### src/inc/pfpc_pkg.sv
// Package with widths, bit positions and reset values of the pad function and pull-up control.
package pfpc_pkg;

    // ========================================================================
    // Widths
    // ========================================================================
    localparam int PFPC_D_W = 8;
    localparam int PFPC_E_W = 2;
    localparam int PFPC_CS_N = 6;
    localparam int PFPC_SER_N = 4;

    // ========================================================================
    // Bit positions of shared serial pads
    // ========================================================================
    localparam int PFPC_E_SER0_TX = 0;
    localparam int PFPC_E_SER0_RX = 1;
    localparam int PFPC_D_SER1_TX = 6;
    localparam int PFPC_D_SER1_RX = 7;

    // Positions inside the serial pad GPIO select vector.
    localparam int PFPC_SEL_SER0_TX = 0;
    localparam int PFPC_SEL_SER0_RX = 1;
    localparam int PFPC_SEL_SER1_TX = 2;
    localparam int PFPC_SEL_SER1_RX = 3;

    // ========================================================================
    // Reset values
    // ========================================================================
    localparam logic [PFPC_D_W-1:0] PFPC_PUD_RST = 8'hFF;
    localparam logic [PFPC_E_W-1:0] PFPC_PUE_RST = 2'h3;
    localparam logic PFPC_SYS_DIS_RST = 1'h0;
    localparam logic [PFPC_CS_N-1:0] PFPC_CS_SEL_RST = 6'h00;
    localparam logic [PFPC_SER_N-1:0] PFPC_SER_GPIO_RST = 4'h0;
    localparam logic [PFPC_D_W-1:0] PFPC_D_ZERO = 8'h00;
    localparam logic [PFPC_E_W-1:0] PFPC_E_ZERO = 2'h0;

    // Selects one of two pad drive values.
    function automatic logic pfpc_pick(input logic sel, input logic when_set, input logic when_clear);
        pfpc_pick = sel ? when_set : when_clear;
    endfunction

endpackage

### src/inc/pfpc_tap_if.sv
// Interface between the pad control core and the test port pad stage.
interface pfpc_tap_if;

    // ========================================================================
    // Signals
    // ========================================================================
    logic shift;
    logic tdo_data;
    logic tck_rise;
    logic tms_sample;
    logic tdi_sample;
    logic tdo_out;
    logic tdo_oe;

    // The pad stage produces the samples and the output pad drive.
    modport stage (
        input shift,
        input tdo_data,
        output tck_rise,
        output tms_sample,
        output tdi_sample,
        output tdo_out,
        output tdo_oe
    );

    // The core feeds the controller state and reads the samples.
    modport core (
        output shift,
        output tdo_data,
        input tck_rise,
        input tms_sample,
        input tdi_sample,
        input tdo_out,
        input tdo_oe
    );

endinterface

### src/rtl/pfpc_tap_stage.sv
// Test port pad stage: synchronises the test pins, samples on test clock edges and drives test data out.
module pfpc_tap_stage
    import pfpc_pkg::*;
(
    // Clock and reset.
    input wire logic clock,
    input wire logic arst_n,
    // Test pins from the pads.
    input wire logic pad_tck_in,
    input wire logic pad_tms_in,
    input wire logic pad_tdi_in,
    // Link to the core.
    pfpc_tap_if.stage tap
);

    // ========================================================================
    // State
    // ========================================================================
    typedef struct packed {
        logic tck_m;
        logic tck_s;
        logic tck_p;
        logic tms_m;
        logic tms_s;
        logic tdi_m;
        logic tdi_s;
        logic rise;
        logic tms_smp;
        logic tdi_smp;
        logic tdo;
        logic tdo_oe;
    } pfpc_tap_s;

    pfpc_tap_s st_q;
    pfpc_tap_s st_d;

    // Next state: two-stage synchronisers, then edge handling on the settled copies.
    always_comb begin
        st_d = st_q;
        st_d.tck_m = pad_tck_in;
        st_d.tck_s = st_q.tck_m;
        st_d.tck_p = st_q.tck_s;
        st_d.tms_m = pad_tms_in;
        st_d.tms_s = st_q.tms_m;
        st_d.tdi_m = pad_tdi_in;
        st_d.tdi_s = st_q.tdi_m;
        st_d.rise = st_q.tck_s & ~st_q.tck_p;
        // Mode select and data in are taken on the test clock rising edge.
        if (st_q.tck_s && !st_q.tck_p) begin
            st_d.tms_smp = st_q.tms_s;
            st_d.tdi_smp = st_q.tdi_s;
        end
        // Data out and its enable move only on the falling edge, enabled in shift states.
        if (!st_q.tck_s && st_q.tck_p) begin
            st_d.tdo = tap.tdo_data;
            st_d.tdo_oe = tap.shift;
        end
    end

    // State register; the pad is released during reset.
    always_ff @(posedge clock or negedge arst_n) begin
        if (!arst_n) begin
            st_q <= '0;
        end else begin
            st_q <= st_d;
        end
    end

    // Results to the core.
    assign tap.tck_rise = st_q.rise;
    assign tap.tms_sample = st_q.tms_smp;
    assign tap.tdi_sample = st_q.tdi_smp;
    assign tap.tdo_out = st_q.tdo;
    assign tap.tdo_oe = st_q.tdo_oe;

endmodule // pfpc_tap_stage

### src/rtl/pfpc_top.sv
// Pad function and pull-up control for port D, port E, the serial pads and the test port.
module pfpc_top
    import pfpc_pkg::*;
(
    // Clock and reset.
    input wire logic clock,
    input wire logic arst_n,
    // Pull-up control writes and readback.
    input wire logic port_d_pullup_wr,
    input wire logic [PFPC_D_W-1:0] port_d_pullup_wdata,
    input wire logic port_e_pullup_wr,
    input wire logic [PFPC_E_W-1:0] port_e_pullup_wdata,
    input wire logic system_pullup_wr,
    input wire logic system_pullup_wdata,
    output logic [PFPC_D_W-1:0] port_d_pullup_enable,
    output logic [PFPC_E_W-1:0] port_e_pullup_enable,
    output logic system_pullup_disable,
    // Memory interface chip selects.
    input wire logic [PFPC_CS_N-1:0] cs_assign,
    input wire logic [PFPC_CS_N-1:0] cs_n,
    input wire logic mem_bus_active,
    input wire logic idle_bus_drive_bit,
    // Serial pad function select, one bit per pad, set means GPIO.
    input wire logic [PFPC_SER_N-1:0] serial_pad_gpio_sel,
    // Serial channels.
    input wire logic serial_zero_transmit,
    input wire logic serial_one_transmit,
    output logic serial_zero_receive,
    output logic serial_one_receive,
    // GPIO block side.
    input wire logic [PFPC_D_W-1:0] port_d_general_io_out,
    input wire logic [PFPC_D_W-1:0] port_d_general_io_oe,
    input wire logic [PFPC_E_W-1:0] port_e_general_io_out,
    input wire logic [PFPC_E_W-1:0] port_e_general_io_oe,
    output logic [PFPC_D_W-1:0] port_d_general_io_in,
    output logic [PFPC_E_W-1:0] port_e_general_io_in,
    // Port D and port E pads.
    input wire logic [PFPC_D_W-1:0] pad_d_in,
    output logic [PFPC_D_W-1:0] pad_d_out,
    output logic [PFPC_D_W-1:0] pad_d_oe,
    output logic [PFPC_D_W-1:0] pad_d_pu,
    input wire logic [PFPC_E_W-1:0] pad_e_in,
    output logic [PFPC_E_W-1:0] pad_e_out,
    output logic [PFPC_E_W-1:0] pad_e_oe,
    output logic [PFPC_E_W-1:0] pad_e_pu,
    // Test port pads.
    input wire logic pad_tck_in,
    input wire logic pad_tms_in,
    input wire logic pad_tdi_in,
    output logic pad_tdo_out,
    output logic pad_tdo_oe,
    output logic pad_tms_pu,
    output logic pad_tdi_pu,
    // Test controller side.
    input wire logic tap_shift_state,
    input wire logic tap_tdo_data,
    output logic tap_tck_rise,
    output logic tap_tms_sample,
    output logic tap_tdi_sample
);

    // ========================================================================
    // State
    // ========================================================================
    typedef struct packed {
        logic [PFPC_D_W-1:0] d_m;
        logic [PFPC_D_W-1:0] d_s;
        logic [PFPC_E_W-1:0] e_m;
        logic [PFPC_E_W-1:0] e_s;
        logic [PFPC_D_W-1:0] pud;
        logic [PFPC_E_W-1:0] pue;
        logic sys_dis;
        logic tp_pu;
        logic [PFPC_CS_N-1:0] cs_sel;
        logic [PFPC_SER_N-1:0] ser_gpio;
        logic [PFPC_D_W-1:0] d_out;
        logic [PFPC_D_W-1:0] d_oe;
        logic [PFPC_E_W-1:0] e_out;
        logic [PFPC_E_W-1:0] e_oe;
    } pfpc_core_s;

    pfpc_core_s st_q;
    pfpc_core_s st_d;

    // ========================================================================
    // Test port stage
    // ========================================================================
    pfpc_tap_if tap_if ();

    assign tap_if.shift = tap_shift_state;
    assign tap_if.tdo_data = tap_tdo_data;

    pfpc_tap_stage u_tap_stage (
        .clock(clock),
        .arst_n(arst_n),
        .pad_tck_in(pad_tck_in),
        .pad_tms_in(pad_tms_in),
        .pad_tdi_in(pad_tdi_in),
        .tap(tap_if.stage)
    );

    // ========================================================================
    // Next state
    // ========================================================================

    // Synchronisers, pull-up registers, function selects and pad drive.
    always_comb begin
        st_d = st_q;
        st_d.d_m = pad_d_in;
        st_d.d_s = st_q.d_m;
        st_d.e_m = pad_e_in;
        st_d.e_s = st_q.e_m;
        // Software writes to the pull-up control bits.
        if (port_d_pullup_wr) begin
            st_d.pud = port_d_pullup_wdata;
        end
        if (port_e_pullup_wr) begin
            st_d.pue = port_e_pullup_wdata;
        end
        if (system_pullup_wr) begin
            st_d.sys_dis = system_pullup_wdata;
        end
        // Test port pull-ups keep a flop of their own so the pad control leaves a register directly.
        st_d.tp_pu = ~st_d.sys_dis;
        // Chip select assignment follows the memory interface, cleared by reset.
        st_d.cs_sel = cs_assign;
        st_d.ser_gpio = serial_pad_gpio_sel;
        // Default: every pad follows its GPIO driver.
        st_d.d_out = port_d_general_io_out;
        st_d.d_oe = port_d_general_io_oe;
        st_d.e_out = port_e_general_io_out;
        st_d.e_oe = port_e_general_io_oe;
        // Chip select pads drive while the bus is active, or always when idle drive is set.
        for (int i = 0; i < PFPC_CS_N; i++) begin
            st_d.d_out[i] = pfpc_pick(st_q.cs_sel[i], cs_n[i], port_d_general_io_out[i]);
            st_d.d_oe[i] = pfpc_pick(st_q.cs_sel[i], mem_bus_active | idle_bus_drive_bit,
                                     port_d_general_io_oe[i]);
        end
        // Serial one transmit and receive pads on port D.
        st_d.d_out[PFPC_D_SER1_TX] = pfpc_pick(st_q.ser_gpio[PFPC_SEL_SER1_TX],
                                               port_d_general_io_out[PFPC_D_SER1_TX],
                                               serial_one_transmit);
        st_d.d_oe[PFPC_D_SER1_TX] = pfpc_pick(st_q.ser_gpio[PFPC_SEL_SER1_TX],
                                              port_d_general_io_oe[PFPC_D_SER1_TX], 1'h1);
        st_d.d_out[PFPC_D_SER1_RX] = pfpc_pick(st_q.ser_gpio[PFPC_SEL_SER1_RX],
                                               port_d_general_io_out[PFPC_D_SER1_RX], 1'h0);
        st_d.d_oe[PFPC_D_SER1_RX] = pfpc_pick(st_q.ser_gpio[PFPC_SEL_SER1_RX],
                                              port_d_general_io_oe[PFPC_D_SER1_RX], 1'h0);
        // Serial zero transmit and receive pads on port E.
        st_d.e_out[PFPC_E_SER0_TX] = pfpc_pick(st_q.ser_gpio[PFPC_SEL_SER0_TX],
                                               port_e_general_io_out[PFPC_E_SER0_TX],
                                               serial_zero_transmit);
        st_d.e_oe[PFPC_E_SER0_TX] = pfpc_pick(st_q.ser_gpio[PFPC_SEL_SER0_TX],
                                              port_e_general_io_oe[PFPC_E_SER0_TX], 1'h1);
        st_d.e_out[PFPC_E_SER0_RX] = pfpc_pick(st_q.ser_gpio[PFPC_SEL_SER0_RX],
                                               port_e_general_io_out[PFPC_E_SER0_RX], 1'h0);
        st_d.e_oe[PFPC_E_SER0_RX] = pfpc_pick(st_q.ser_gpio[PFPC_SEL_SER0_RX],
                                              port_e_general_io_oe[PFPC_E_SER0_RX], 1'h0);
    end

    // ========================================================================
    // State register
    // ========================================================================

    // Pull-ups come up enabled and every pad comes up undriven.
    always_ff @(posedge clock or negedge arst_n) begin
        if (!arst_n) begin
            st_q.d_m <= PFPC_D_ZERO;
            st_q.d_s <= PFPC_D_ZERO;
            st_q.e_m <= PFPC_E_ZERO;
            st_q.e_s <= PFPC_E_ZERO;
            st_q.pud <= PFPC_PUD_RST;
            st_q.pue <= PFPC_PUE_RST;
            st_q.sys_dis <= PFPC_SYS_DIS_RST;
            st_q.tp_pu <= ~PFPC_SYS_DIS_RST;
            st_q.cs_sel <= PFPC_CS_SEL_RST;
            st_q.ser_gpio <= PFPC_SER_GPIO_RST;
            st_q.d_out <= PFPC_D_ZERO;
            st_q.d_oe <= PFPC_D_ZERO;
            st_q.e_out <= PFPC_E_ZERO;
            st_q.e_oe <= PFPC_E_ZERO;
        end else begin
            st_q <= st_d;
        end
    end

    // ========================================================================
    // Outputs
    // ========================================================================

    // Register readback and pull-up controls.
    assign port_d_pullup_enable = st_q.pud;
    assign port_e_pullup_enable = st_q.pue;
    assign system_pullup_disable = st_q.sys_dis;
    assign pad_d_pu = st_q.pud;
    assign pad_e_pu = st_q.pue;
    assign pad_tms_pu = st_q.tp_pu;
    assign pad_tdi_pu = st_q.tp_pu;

    // Pad drive.
    assign pad_d_out = st_q.d_out;
    assign pad_d_oe = st_q.d_oe;
    assign pad_e_out = st_q.e_out;
    assign pad_e_oe = st_q.e_oe;

    // Synchronised pad levels to GPIO and serial receivers.
    assign port_d_general_io_in = st_q.d_s;
    assign port_e_general_io_in = st_q.e_s;
    assign serial_zero_receive = st_q.e_s[PFPC_E_SER0_RX];
    assign serial_one_receive = st_q.d_s[PFPC_D_SER1_RX];

    // Test port results from the pad stage.
    assign pad_tdo_out = tap_if.tdo_out;
    assign pad_tdo_oe = tap_if.tdo_oe;
    assign tap_tck_rise = tap_if.tck_rise;
    assign tap_tms_sample = tap_if.tms_sample;
    assign tap_tdi_sample = tap_if.tdi_sample;

endmodule // pfpc_top

### config.mk
export PLATFORM = sky130hd
export DESIGN_NAME = pfpc_top
export DESIGN_NICKNAME = d
export VERILOG_FILES = /design/src/inc/pfpc_pkg.sv /design/src/inc/pfpc_tap_if.sv /design/src/rtl/pfpc_tap_stage.sv /design/src/rtl/pfpc_top.sv
export SDC_FILE = /design/constraint.sdc
export NUM_CORES = 1
export LEC_CHECK = 0
export BUFFER_PORTS_ARGS = -buffer_cell sky130_fd_sc_hd__buf_2
export CAP_MARGIN = 20
export CORE_MARGIN = 1
export CORE_UTILIZATION = 30
export CTS_CLUSTER_DIAMETER = 40
export DETAILED_ROUTE_END_ITERATION = 12
export GPL_ROUTABILITY_DRIVEN = 0
export PLACE_DENSITY = 0.6
export SYNTH_ARGS = -nofsm -noshare
export SYNTH_HDL_FRONTEND = slang
export SYNTH_SLANG_ARGS = --single-unit
### constraint.sdc
create_clock -name clock -period 1.1 [get_ports clock]
set_input_delay 0.11 -clock clock [delete_from_list [all_inputs] [get_ports clock]]
set_output_delay 0.11 -clock clock [all_outputs]
set_load 0.02 [all_outputs]
==> metrics.md, run 1 <==
| Metric | Value |
|---|---|
| Run status | finished, violations left |
| Failing checks | negative setup slack |
| Top Ports | 131 |
| Number of cell rows | 33 |
| Final Skew | 0.007976 ns |
| Switch share | 0.2443 |
| Syn nets | 242 |
| R2R Path End | u_tap_stage.tap.tdo_out |
| Cell Chain, Critical Path | buf_6 |
| Core area | 8382 µm² |
| Initial antenna violation count | 0 |
| Final hold vios | 0 |
| Count leader, synth | dfrtp_1 |
| WP data arrival | 1.02 ns |
| Asr flop ratio synth | 1.000 |
| Drt pass-1 iters | 2 |
| Crit-path leading delay family | flip-flops |
| Mux cell area share after synthesis | 0.1009 |
| Layout cells sized above 1 | 0.5396 |
| First-pass GRT wire length | 7721 µm |
| Synth Area in Simple Gates | 0.03316 |
| Antenna viol nets, final | 0 |
| Worst-path clk slew | 0.07 ns |
| RSZ-0062 raised after global routing | true |
| Req. time, crit path | 0.99 ns |
| Post-Synthesis Cells | 171 |
| Largest family of logic cells by synthesized area | buffers and inverters |
| Clock Power Share | 0.344 |
| Leakage | 1.924 nW |
| Gate power share | 0.163 |
| Die area | 9183 µm² |
| Top post-synthesis cells by area | dfrtp_1, buf_4, dfstp_2 |
| Most frequently used flop master after synthesis | dfrtp_1 |
| Gr ovfl total | 0 |
| Largest net degree at the start of global routing | 75 |
| Post-Synth XOR/XNOR Area | 0 |
| EDFF count, synth | 0 |
| NetSw | 1.503 mW |
| VDD IR max | 0.0006815 V |
| Post-DP Area | 3065 µm² |
| Routed vias | 1,725 |
| Post-route cell area | 4011 µm² |
| CP Class | register to primary output |
| Rel. slew slack | 0.7367 |
| Mapped cell area | 2641 µm² |
| Largest area contributor in the netlist | dfrtp_1 |
| # diodes | 0 |
| Max clock buf depth | 2 |
| Final Critical Period | 1.133 ns |
| Synthesized area per cell | 15.45 µm² |
| Via density per instance | 3.984 |
| Synth warn | 0 |
| Top-area cell type share of the netlist area | 0.5969 |
| Launching point of the worst reg2reg path | u_tap_stage.st_d[9] |
| Commonest cells in the netlist | dfrtp_1, buf_4, mux2_2, dfstp_2, nor2_1 |
| Startpoint types | register |
| Pre-CTS WS | 0.03631 ns |
| Setup repair bufs after CTS | 0 |
| Hold endpoint | pad_d_oe[4] |
| Final cell count without fillers | 433 |
| TritonCTS Buffers | 9 |
| Post-route clock period utilization | 1.030 |
| Die W | 95.83 µm |
| Crit-path max FO | 3 |
| Final worst slack | -0.03314 ns |
| Power per cell area | 1534 nW/µm² |
| Initial DRC Count | 21 |
| Worst-case reg-to-reg path depth | 2 |
| Worst Hold Slack | 0.02915 ns |
| #FFs+latches synth | 74 |
| Detailed placement HPWL | 3016 µm |
| Slowest cell on crit path | dfstp_2 |
| Design Power | 6.153 mW |
| HP Class | input pin to register |
| Final WL | 4917 µm |
| Initial cell density of the core | 0.3151 |
| Flop pwr share | 0.493 |
| Register-to-register path setup slack | 0.03 ns |
| Vias in the first global route | 1,782 |
| Actual slew at the worst max-slew pin | 0.3950 ns |
| Root Driver | clkbuf_8 |
| Hold Path Cell Cnt | 3 |
| Power Internal | 4.650 mW |
| Compound-gate portion of the synthesized area | 0.01137 |
| IO Port Bufs | 130 |
| Sequential fraction of the synthesis area | 0.7063 |
| DR WL/cell | 11.36 µm |
| CTS tree | done |
| Fmax | 882.5 MHz |
| Placed cell count | 356 |
| CP endpoint kind | primary output |
| H-tree levels | 3 |
| Max_cap viols | 0 |
| Total GRT Usage | 0.1152 |
| Clk_lat worst skew | 0.33 ns |
| Nets | 394 |
| Clock sinks | 74 |
| Hold Crit Start | port_d_general_io_oe[4] |
| CP bufs+invs | 1 |
| Slew Viols, Final | 0 |
| Layout area overhead | 51.87% |
| Library cells used by synthesis | 14 |
| Max incr delay on CP | 0.57 ns |
| Fillcell total | 751 |
| Die height | 95.83 µm |
| Synth Area in Adders | 0 |
| DRC | 0 |
| Endpoints failing setup | 22 |
state kept, by name (all words and copies together) (netlist names), 2 cells and up, named ones only:
signal / count
u_tap_stage.st_q: 3
pad_e_out: 2
st_d: 10
pad_e_oe: 2
pad_d_pu: 8
pad_d_out: 8
st_q: 10
port_e_general_io_in: 2
u_tap_stage.st_d: 4
pad_d_oe: 8
pad_e_pu: 2
port_d_general_io_in: 8
placed cells by master (no fill, tap or decap):
| cell type | count |
|---|---|
| dlygate4sd3_1 | 61 |
| nand2b_1 | 2 |
| clkbuf_8 | 11 |
| buf_12 | 1 |
| buf_2 | 107 |
| dfrtp_1 | 63 |
| and2_1 | 4 |
| dfstp_2 | 11 |
| clkbuf_1 | 1 |
| inv_1 | 1 |
| mux2_1 | 6 |
| bufinv_16 | 1 |
| buf_6 | 20 |
| buf_4 | 4 |
| clkinv_2 | 1 |
| nor2_1 | 7 |
| mux2_4 | 2 |
| and2b_4 | 1 |
| clkinvlp_4 | 2 |
| nor2b_4 | 1 |
| a21oi_1 | 6 |
| mux2_2 | 15 |
worst max-delay path by stage:
| stage | from | end | slack [ns] | depth (start not counted) |
|---|---|---|---|---|
| floorplan | u_tap_stage.st_d[9] | u_tap_stage.tap.tdo_oe | 0.08 | 2 |
| global placement | u_tap_stage.st_d[9] | u_tap_stage.tap.tdo_oe | 0.06 | 2 |
| detailed placement | u_tap_stage.st_d[9] | u_tap_stage.tap.tdo_out | 0.04 | 2 |
| CTS | pad_d_pu[2] | pad_d_pu[2] | -0.06 | 1 |
| global route | pad_e_pu[1] | pad_e_pu[1] | -0.10 | 1 |
| finish | pad_d_pu[0] | port_d_pullup_enable[0] | -0.03 | 1 |
cell type report:
| cell class | count | area [µm²] | area share |
|---|---|---|---|
| Sequential cell | 74 | 1866 | 0.4651 |
| Timing Repair Buffer | 193 | 1421 | 0.3543 |
| Multi-Input combinational cell | 44 | 384.1 | 0.09576 |
| Clock buffer | 12 | 155.1 | 0.03868 |
| Tap cell | 105 | 131.4 | 0.03275 |
| Clock inverter | 4 | 50.05 | 0.01248 |
| Inverter | 1 | 3.754 | 0.0009357 |
repair_timing:
action / CTS / global route
gates resized for setup: 26 / 16
hold endpoints to repair: 116 / 0
pin swaps: 0 / 0
endpoints found under the setup margin: 22 / 22
hold buffers: 61 / 0
power groups by stage:
stage | Combinational (mW) | Clock, mW | Sequential [mW]
final | 1.00 | 2.12 | 3.03
after global routing | 1.09 | 2.35 | 3.06
after CTS | 0.975 | 2.22 | 3.02
after detailed placement | 0.753 | 0 | 3.06
after global placement | 0.746 | 0 | 3.06
after floorplan | 0.536 | 0 | 3.10
metrics by stage:
| step | util | setup TNS [ns] |
|---|---|---|
| after floorplan | - | 0 |
| after global placement | 0.3657 | 0 |
| after detailed placement | 0.3657 | 0 |
| after CTS | 0.4723 | -1.140 |
| after global routing | 0.4786 | -1.861 |
| final | 0.4786 | -0.3950 |
kinds of logic (layout without fill, tap and decap cells):
family          Yosys count  in the layout
compound gates            6              6
buf+inv                  53            210
flops                    74             74
mux                      23             23
simple gates             15             15
per-layer routing:
layer	GRT usage	up-vias	wire length [µm]
li1	-	801	-
met1	0.1149	830	1854
met2	0.2048	84	2638
met3	0.05687	10	349
met4	0.04478	0	74
met5	0	-	0
Note: power is estimated with default switching activity, not from simulation.
==> run 2: changes to the inputs <==
--- a/config.mk
+++ b/config.mk
@@ -5,14 +5,14 @@
 export SDC_FILE = /design/constraint.sdc
 export NUM_CORES = 1
 export LEC_CHECK = 0
-export BUFFER_PORTS_ARGS = -buffer_cell sky130_fd_sc_hd__buf_2
+export BUFFER_PORTS_ARGS = -buffer_cell sky130_fd_sc_hd__buf_4
 export CAP_MARGIN = 20
 export CORE_MARGIN = 1
-export CORE_UTILIZATION = 30
+export CORE_UTILIZATION = 35
 export CTS_CLUSTER_DIAMETER = 40
 export DETAILED_ROUTE_END_ITERATION = 12
 export GPL_ROUTABILITY_DRIVEN = 0
-export PLACE_DENSITY = 0.6
+export PLACE_DENSITY = 0.68
 export SYNTH_ARGS = -nofsm -noshare
 export SYNTH_HDL_FRONTEND = slang
 export SYNTH_SLANG_ARGS = --single-unit
==> run 2 against run 1 <==
The run still ends with negative setup slack left. Largest cell class unchanged. Non-clock buffer count grew 3. Sequential power about the same. Via count up 1.5%. Die area is 14% lower. Critical endpoint is now pad_d_pu[1]. Combinational power grew 16%. Highest routed layer unchanged.
==> metrics.md, run 2 (same netlist as run 1, synthesis figures left out) <==
| Metric | Value |
|---|---|
| Top Ports | 131 (unchanged) |
| Antenna viol nets, final | 0 (unchanged) |
| CP endpoint kind | primary output (unchanged) |
| Final WL | 5398 µm (was 4917 µm) |
| WP data arrival | 1.04 ns (was 1.02 ns) |
| Slowest cell on crit path | dfstp_2 (unchanged) |
| Final Skew | 0.008325 ns (was 0.007976 ns) |
| Slew Viols, Final | 0 (unchanged) |
| Clk_lat worst skew | 0.34 ns (was 0.33 ns) |
| Commonest non-fill, non-tap cell in the layout | buf_4 (was buf_2) |
| Startpoint types | register (unchanged) |
| H-tree levels | 3 (unchanged) |
| Fmax | 872.8 MHz (was 882.5 MHz) |
| Fillcell total | 577 (was 751) |
| Core area | 7292 µm² (was 8382 µm²) |
| Nets | 397 (was 394) |
| Gr ovfl total | 0 (unchanged) |
| Max incr delay on CP | 0.57 ns (about the same) |
| # diodes | 0 (unchanged) |
| Detailed placement HPWL | 3314 µm (was 3016 µm) |
| Initial DRC Count | 42 (was 21) |
| First-pass GRT wire length | 8266 µm (was 7721 µm) |
| Setup TNS | -0.6867 ns (was -0.3950 ns) |
| Cell Chain, Critical Path | buf_6 (unchanged) |
| Req. time, crit path | 0.99 ns (about the same) |
| Max clock buf depth | 2 (unchanged) |
| Vias in the first global route | 1,812 (was 1,782) |
| VDD IR max | 0.0007702 V (was 0.0006815 V) |
| Number of cell rows | 31 (was 33) |
| Actual slew at the worst max-slew pin | 0.2850 ns (was 0.3950 ns) |
| Failing checks | negative setup slack (unchanged) |
| Post-route clock period utilization | 1.042 (was 1.030) |
| Die height | 88.87 µm (was 95.83 µm) |
| Rel. slew slack | 0.8100 (was 0.7367) |
| Utilization after layout | 0.5928 (was 0.4786) |
| Crit-path max FO | 3 (unchanged) |
| Layout cells sized above 1 | 0.5408 (was 0.5396) |
| Root Driver | clkbuf_8 (unchanged) |
| Run status | finished, violations left (unchanged) |
| Initial antenna violation count | 0 (unchanged) |
| Pre-CTS WS | 0.05002 ns (was 0.03631 ns) |
| Multi-input logic area | 384.1 µm² (unchanged) |
| Clock sinks | 74 (unchanged) |
| Final Critical Period | 1.146 ns (was 1.133 ns) |
| Design Power | 6.464 mW (was 6.153 mW) |
| IO Port Bufs | 130 (unchanged) |
| CP bufs+invs | 1 (unchanged) |
| Setup repair bufs after CTS | 0 (unchanged) |
| RSZ-0062 raised after global routing | true (unchanged) |
| Total GRT Usage | 0.1490 (was 0.1152) |
| CP Class | register to primary output (unchanged) |
| Die W | 88.87 µm (was 95.83 µm) |
| Die area | 7898 µm² (was 9183 µm²) |
| CTS tree | done (unchanged) |
| Routed vias | 1,751 (was 1,725) |
| Worst-path clk slew | 0.08 ns (was 0.07 ns) |
| TritonCTS Buffers | 9 (unchanged) |
| Largest net degree at the start of global routing | 26 (was 75) |
| Endpoints failing setup | 22 (unchanged) |
| Initial cell density of the core | 0.3622 (was 0.3151) |
| Worst Hold Slack | 0.02457 ns (was 0.02915 ns) |
| Power per cell area | 1495 nW/µm² (was 1534 nW/µm²) |
| Leakage | 2.047 nW (was 1.924 nW) |
| Via density per instance | 4.072 (was 3.984) |
| FF+latch area | 1866 µm² (unchanged) |
| Drt pass-1 iters | 4 (was 2) |
| Final worst slack | -0.04568 ns (was -0.03314 ns) |
| Most frequent cells in the layout | buf_4, dfrtp_1, dlygate4sd3_1, buf_6, mux2_2 (was buf_2, dfrtp_1, dlygate4sd3_1, buf_6, mux2_2) |
| DRC | 0 (unchanged) |
| Final hold vios | 0 (unchanged) |
| Layout area overhead | 63.67% (was 51.87%) |
| DR WL/cell | 12.55 µm (was 11.36 µm) |
| Crit-path leading delay family | flip-flops (unchanged) |
| HP Class | input pin to register (unchanged) |
| Max_cap viols | 0 (unchanged) |
==> run 2: cell count changes in the layout (fill, tap and decap cells not counted), sizes merged <==
cell         previous run  this run
clkinv                  1         4
buf                   132       134
clkbuf                 12        10
clkinvlp                2         0
bufinv                  1         2
dlygate4sd3            61        62
==> run 2: metrics by stage <==
stage	area, µm²	std cells
floorplan	2641	171
global route	4323	430
detailed placement	3408	352
finish	4323	430
CTS	4305	429
global placement	3408	352
==> run 2: metal layers <==
metal,GRT usage,share of wire,routed length [µm]
met5,0,0,0
met4,0.09091,0.024,128
met3,0.07276,0.099,533
met2,0.2524,0.53,2869
met1,0.1469,0.35,1866
==> run 2: path summary, 6_finish.rpt <==
check	start	endpoint	slack (ns)	depth (start not counted)
worst max register to register	u_tap_stage.st_d[9]	u_tap_stage.tap.tdo_oe	0.04	2
max in group asynchronous	arst_n	pad_d_pu[2]	0.40	3
min in group asynchronous	arst_n	pad_e_oe[0]	0.19	2
worst min register to register	st_d[47]	port_d_general_io_in[1]	0.34	0
worst max-delay path	pad_d_pu[1]	pad_d_pu[1]	-0.05	1
worst min-delay path	port_e_pullup_wr	pad_e_pu[0]	0.02	2
==> run 2: power by group <==
group          switching (mW)  total (mW)  internal [mW]
Sequential             0.0982        3.04           2.94
Combinational           0.483        1.16          0.679
Clock                   0.982        2.27           1.28
==> run 2: what timing repair did <==
action,4_1_cts,5_1_grt
resized for setup,18,2
hold endpoints to repair,115,1
gates cloned,0,0
hold buffers,61,1
setup endpoints to repair,22,22
==> run 2: area by class of cell <==
type	instances	share of cell area
Sequential cell	74	0.4315
Inverter	1	0.0008683
Timing Repair Buffer	196	0.3994
Clock inverter	6	0.02113
Clock buffer	10	0.02952
Multi-Input combinational cell	44	0.08886
Tap cell	99	0.02865
==> run 3: changes to the inputs <==
==> constraint.sdc (replaced) <==
create_clock -name clock -period 1.1 [get_ports clock]
set_input_delay 0.11 -clock clock [delete_from_list [all_inputs] [get_ports clock]]
set_output_delay 0.11 -clock clock [all_outputs]
set_load 0.1 [all_outputs]
==> run 3 against run 2 <==
The flow still finishes with violations (negative setup slack). Core utilization rose by 4.8 points. Sequential share of layout area fell by 2.9 points. Via count decreased by 1.5%. Die area unchanged. First-iteration DRC count shrank 14%. Critical path depth stayed put. Count of clock-buffer cells in the layout is 1 higher. Sequential power is 2% higher. Combinational power rose by 120%. Sequential cell count did not move.
==> metrics.md, run 3 (same netlist as run 1, synthesis figures left out) <==
| Metric | Value |
|---|---|
| RSZ-0062 raised after global routing | true (unchanged) |
| Largest net degree at the start of global routing | 42 (was 26) |
| Leakage | 2.164 nW (was 2.047 nW) |
| Final Critical Period | 1.261 ns (was 1.146 ns) |
| Vias in the first global route | 1,812 (unchanged) |
| CP Class | register to primary output (unchanged) |
| Antenna viol nets, final | 0 (unchanged) |
| Final WL | 5723 µm (was 5398 µm) |
| Top Ports | 131 (unchanged) |
| HP Class | input pin to register (unchanged) |
| Initial antenna violation count | 0 (unchanged) |
| Run status | finished, violations left (unchanged) |
| Layout cells sized above 1 | 0.5657 (was 0.5408) |
| Setup repair bufs after CTS | 0 (unchanged) |
| Crit-path leading delay family | flip-flops (unchanged) |
| Max incr delay on CP | 0.64 ns (was 0.57 ns) |
| Clock sinks | 74 (unchanged) |
| CP endpoint kind | primary output (unchanged) |
| Fillcell total | 547 (was 577) |
| Utilization after layout | 0.6409 (was 0.5928) |
| Final worst slack | -0.1609 ns (was -0.04568 ns) |
| Slowest cell on crit path | dfstp_4 (was dfstp_2) |
| Failing checks | negative setup slack (unchanged) |
| Max_cap viols | 0 (unchanged) |
| Die area | 7898 µm² (unchanged) |
| Power per cell area | 1755 nW/µm² (was 1495 nW/µm²) |
| Actual slew at the worst max-slew pin | 0.4922 ns (was 0.2850 ns) |
| Clk_lat worst skew | 0.34 ns (about the same) |
| Root Driver | clkbuf_8 (unchanged) |
| Worst-path clk slew | 0.07 ns (was 0.08 ns) |
| Slew Viols, Final | 0 (unchanged) |
| # diodes | 0 (unchanged) |
| H-tree levels | 3 (unchanged) |
| Max clock buf depth | 2 (unchanged) |
| Req. time, crit path | 0.99 ns (about the same) |
| WP data arrival | 1.15 ns (was 1.04 ns) |
| Crit-path max FO | 2 (was 3) |
| Die W | 88.87 µm (unchanged) |
| Rel. slew slack | 0.6707 (was 0.8100) |
| Nets | 393 (was 397) |
| Final Skew | 0.005025 ns (was 0.008325 ns) |
| Initial cell density of the core | 0.3622 (unchanged) |
| Total GRT Usage | 0.1519 (was 0.1490) |
| First-pass GRT wire length | 8590 µm (was 8266 µm) |
| Setup TNS | -2.755 ns (was -0.6867 ns) |
| Core area | 7292 µm² (unchanged) |
| Endpoints failing setup | 24 (was 22) |
| Most frequent cells in the layout | buf_4, dlygate4sd3_1, dfrtp_1, buf_6, buf_12 (was buf_4, dfrtp_1, dlygate4sd3_1, buf_6, mux2_2) |
| Post-route clock period utilization | 1.146 (was 1.042) |
| Fmax | 793.1 MHz (was 872.8 MHz) |
| Number of cell rows | 31 (unchanged) |
| Cell Chain, Critical Path | buf_12 (was buf_6) |
| CTS tree | done (unchanged) |
| DR WL/cell | 13.43 µm (was 12.55 µm) |
| TritonCTS Buffers | 9 (unchanged) |
| VDD IR max | 0.0008686 V (was 0.0007702 V) |
| Initial DRC Count | 36 (was 42) |
| Die height | 88.87 µm (unchanged) |
| Layout area overhead | 76.93% (was 63.67%) |
| Commonest non-fill, non-tap cell in the layout | buf_4 (unchanged) |
| Via density per instance | 4.047 (was 4.072) |
| IO Port Bufs | 130 (unchanged) |
| Startpoint types | register (unchanged) |
| CP bufs+invs | 1 (unchanged) |
| DRC | 0 (unchanged) |
| Final hold vios | 0 (unchanged) |
| Gr ovfl total | 0 (unchanged) |
| Routed vias | 1,724 (was 1,751) |
| Drt pass-1 iters | 2 (was 4) |
## run 3: changes by cell type in the layout (fill, tap and decap cells not counted), sizes merged
cell         before  now
bufinv            2    3
clkinv            4    2
buf             134  132
dlygate4sd3      62   60
clkbuf           10   11
## run 3: path summary, 6_finish.rpt
path	slack, ns	from	end	cells after the start
max in group asynchronous	0.39	arst_n	port_e_general_io_in[1]	3
min in group asynchronous	0.26	arst_n	pad_d_out[6]	3
hold / removal	0.03	system_pullup_wdata	pad_tdi_pu	3
setup / recovery	-0.16	pad_tdi_pu	pad_tdi_pu	1
hold reg to reg	0.35	u_tap_stage.st_d[7]	u_tap_stage.st_q[7]	0
setup reg to reg	0.02	u_tap_stage.st_d[9]	u_tap_stage.tap.tdo_oe	2
## run 3: layout make-up
| class | instances | area (µm²) | area share |
|---|---|---|---|
| timing repair buffer | 192 | 2029 | 0.4343 |
| inverter | 1 | 3.754 | 0.0008032 |
| sequential | 74 | 1881 | 0.4024 |
| multi-input combinational | 44 | 384.1 | 0.08220 |
| tap | 99 | 123.9 | 0.02651 |
| clock inverter | 5 | 100.1 | 0.02142 |
| clock buffer | 11 | 151.4 | 0.03240 |
## run 3: timing repair
| action | 4_1_cts | 5_1_grt |
|---|---|---|
| resized for setup | 80 | 25 |
| setup endpoints to repair | 32 | 49 |
| hold buffers | 59 | 1 |
| endpoints found under the hold margin | 122 | 1 |
| pin swaps | 0 | 0 |
| gates cloned | 0 | 0 |
## run 3: power breakdown
part / switching, mW / internal, mW
Sequential: 0.152 / 2.95
Combinational: 1.62 / 0.904
Clock: 0.954 / 1.62
Total: 2.73 / 5.48
## run 3: per-stage QoR
step	total power, mW	setup WS, ns	hold WS (ns)	instances	cell area [µm²]
floorplan	4.795	-0.04677	-0.1856	171	2669
global placement	5.130	0.06126	0.08794	350	3396
detailed placement	5.152	0.03369	0.09163	350	3396
CTS	8.228	-0.1853	0.002295	425	4568
global route	8.515	-0.2060	0.004906	426	4673
finish	8.204	-0.1609	0.02538	426	4673
## run 3: layer usage
layer | global-route usage | share of wire
met1 | 0.1671 | 0.36
met4 | 0.05718 | 0.014
met2 | 0.2601 | 0.55
met5 | 0 | 0
met3 | 0.06623 | 0.073
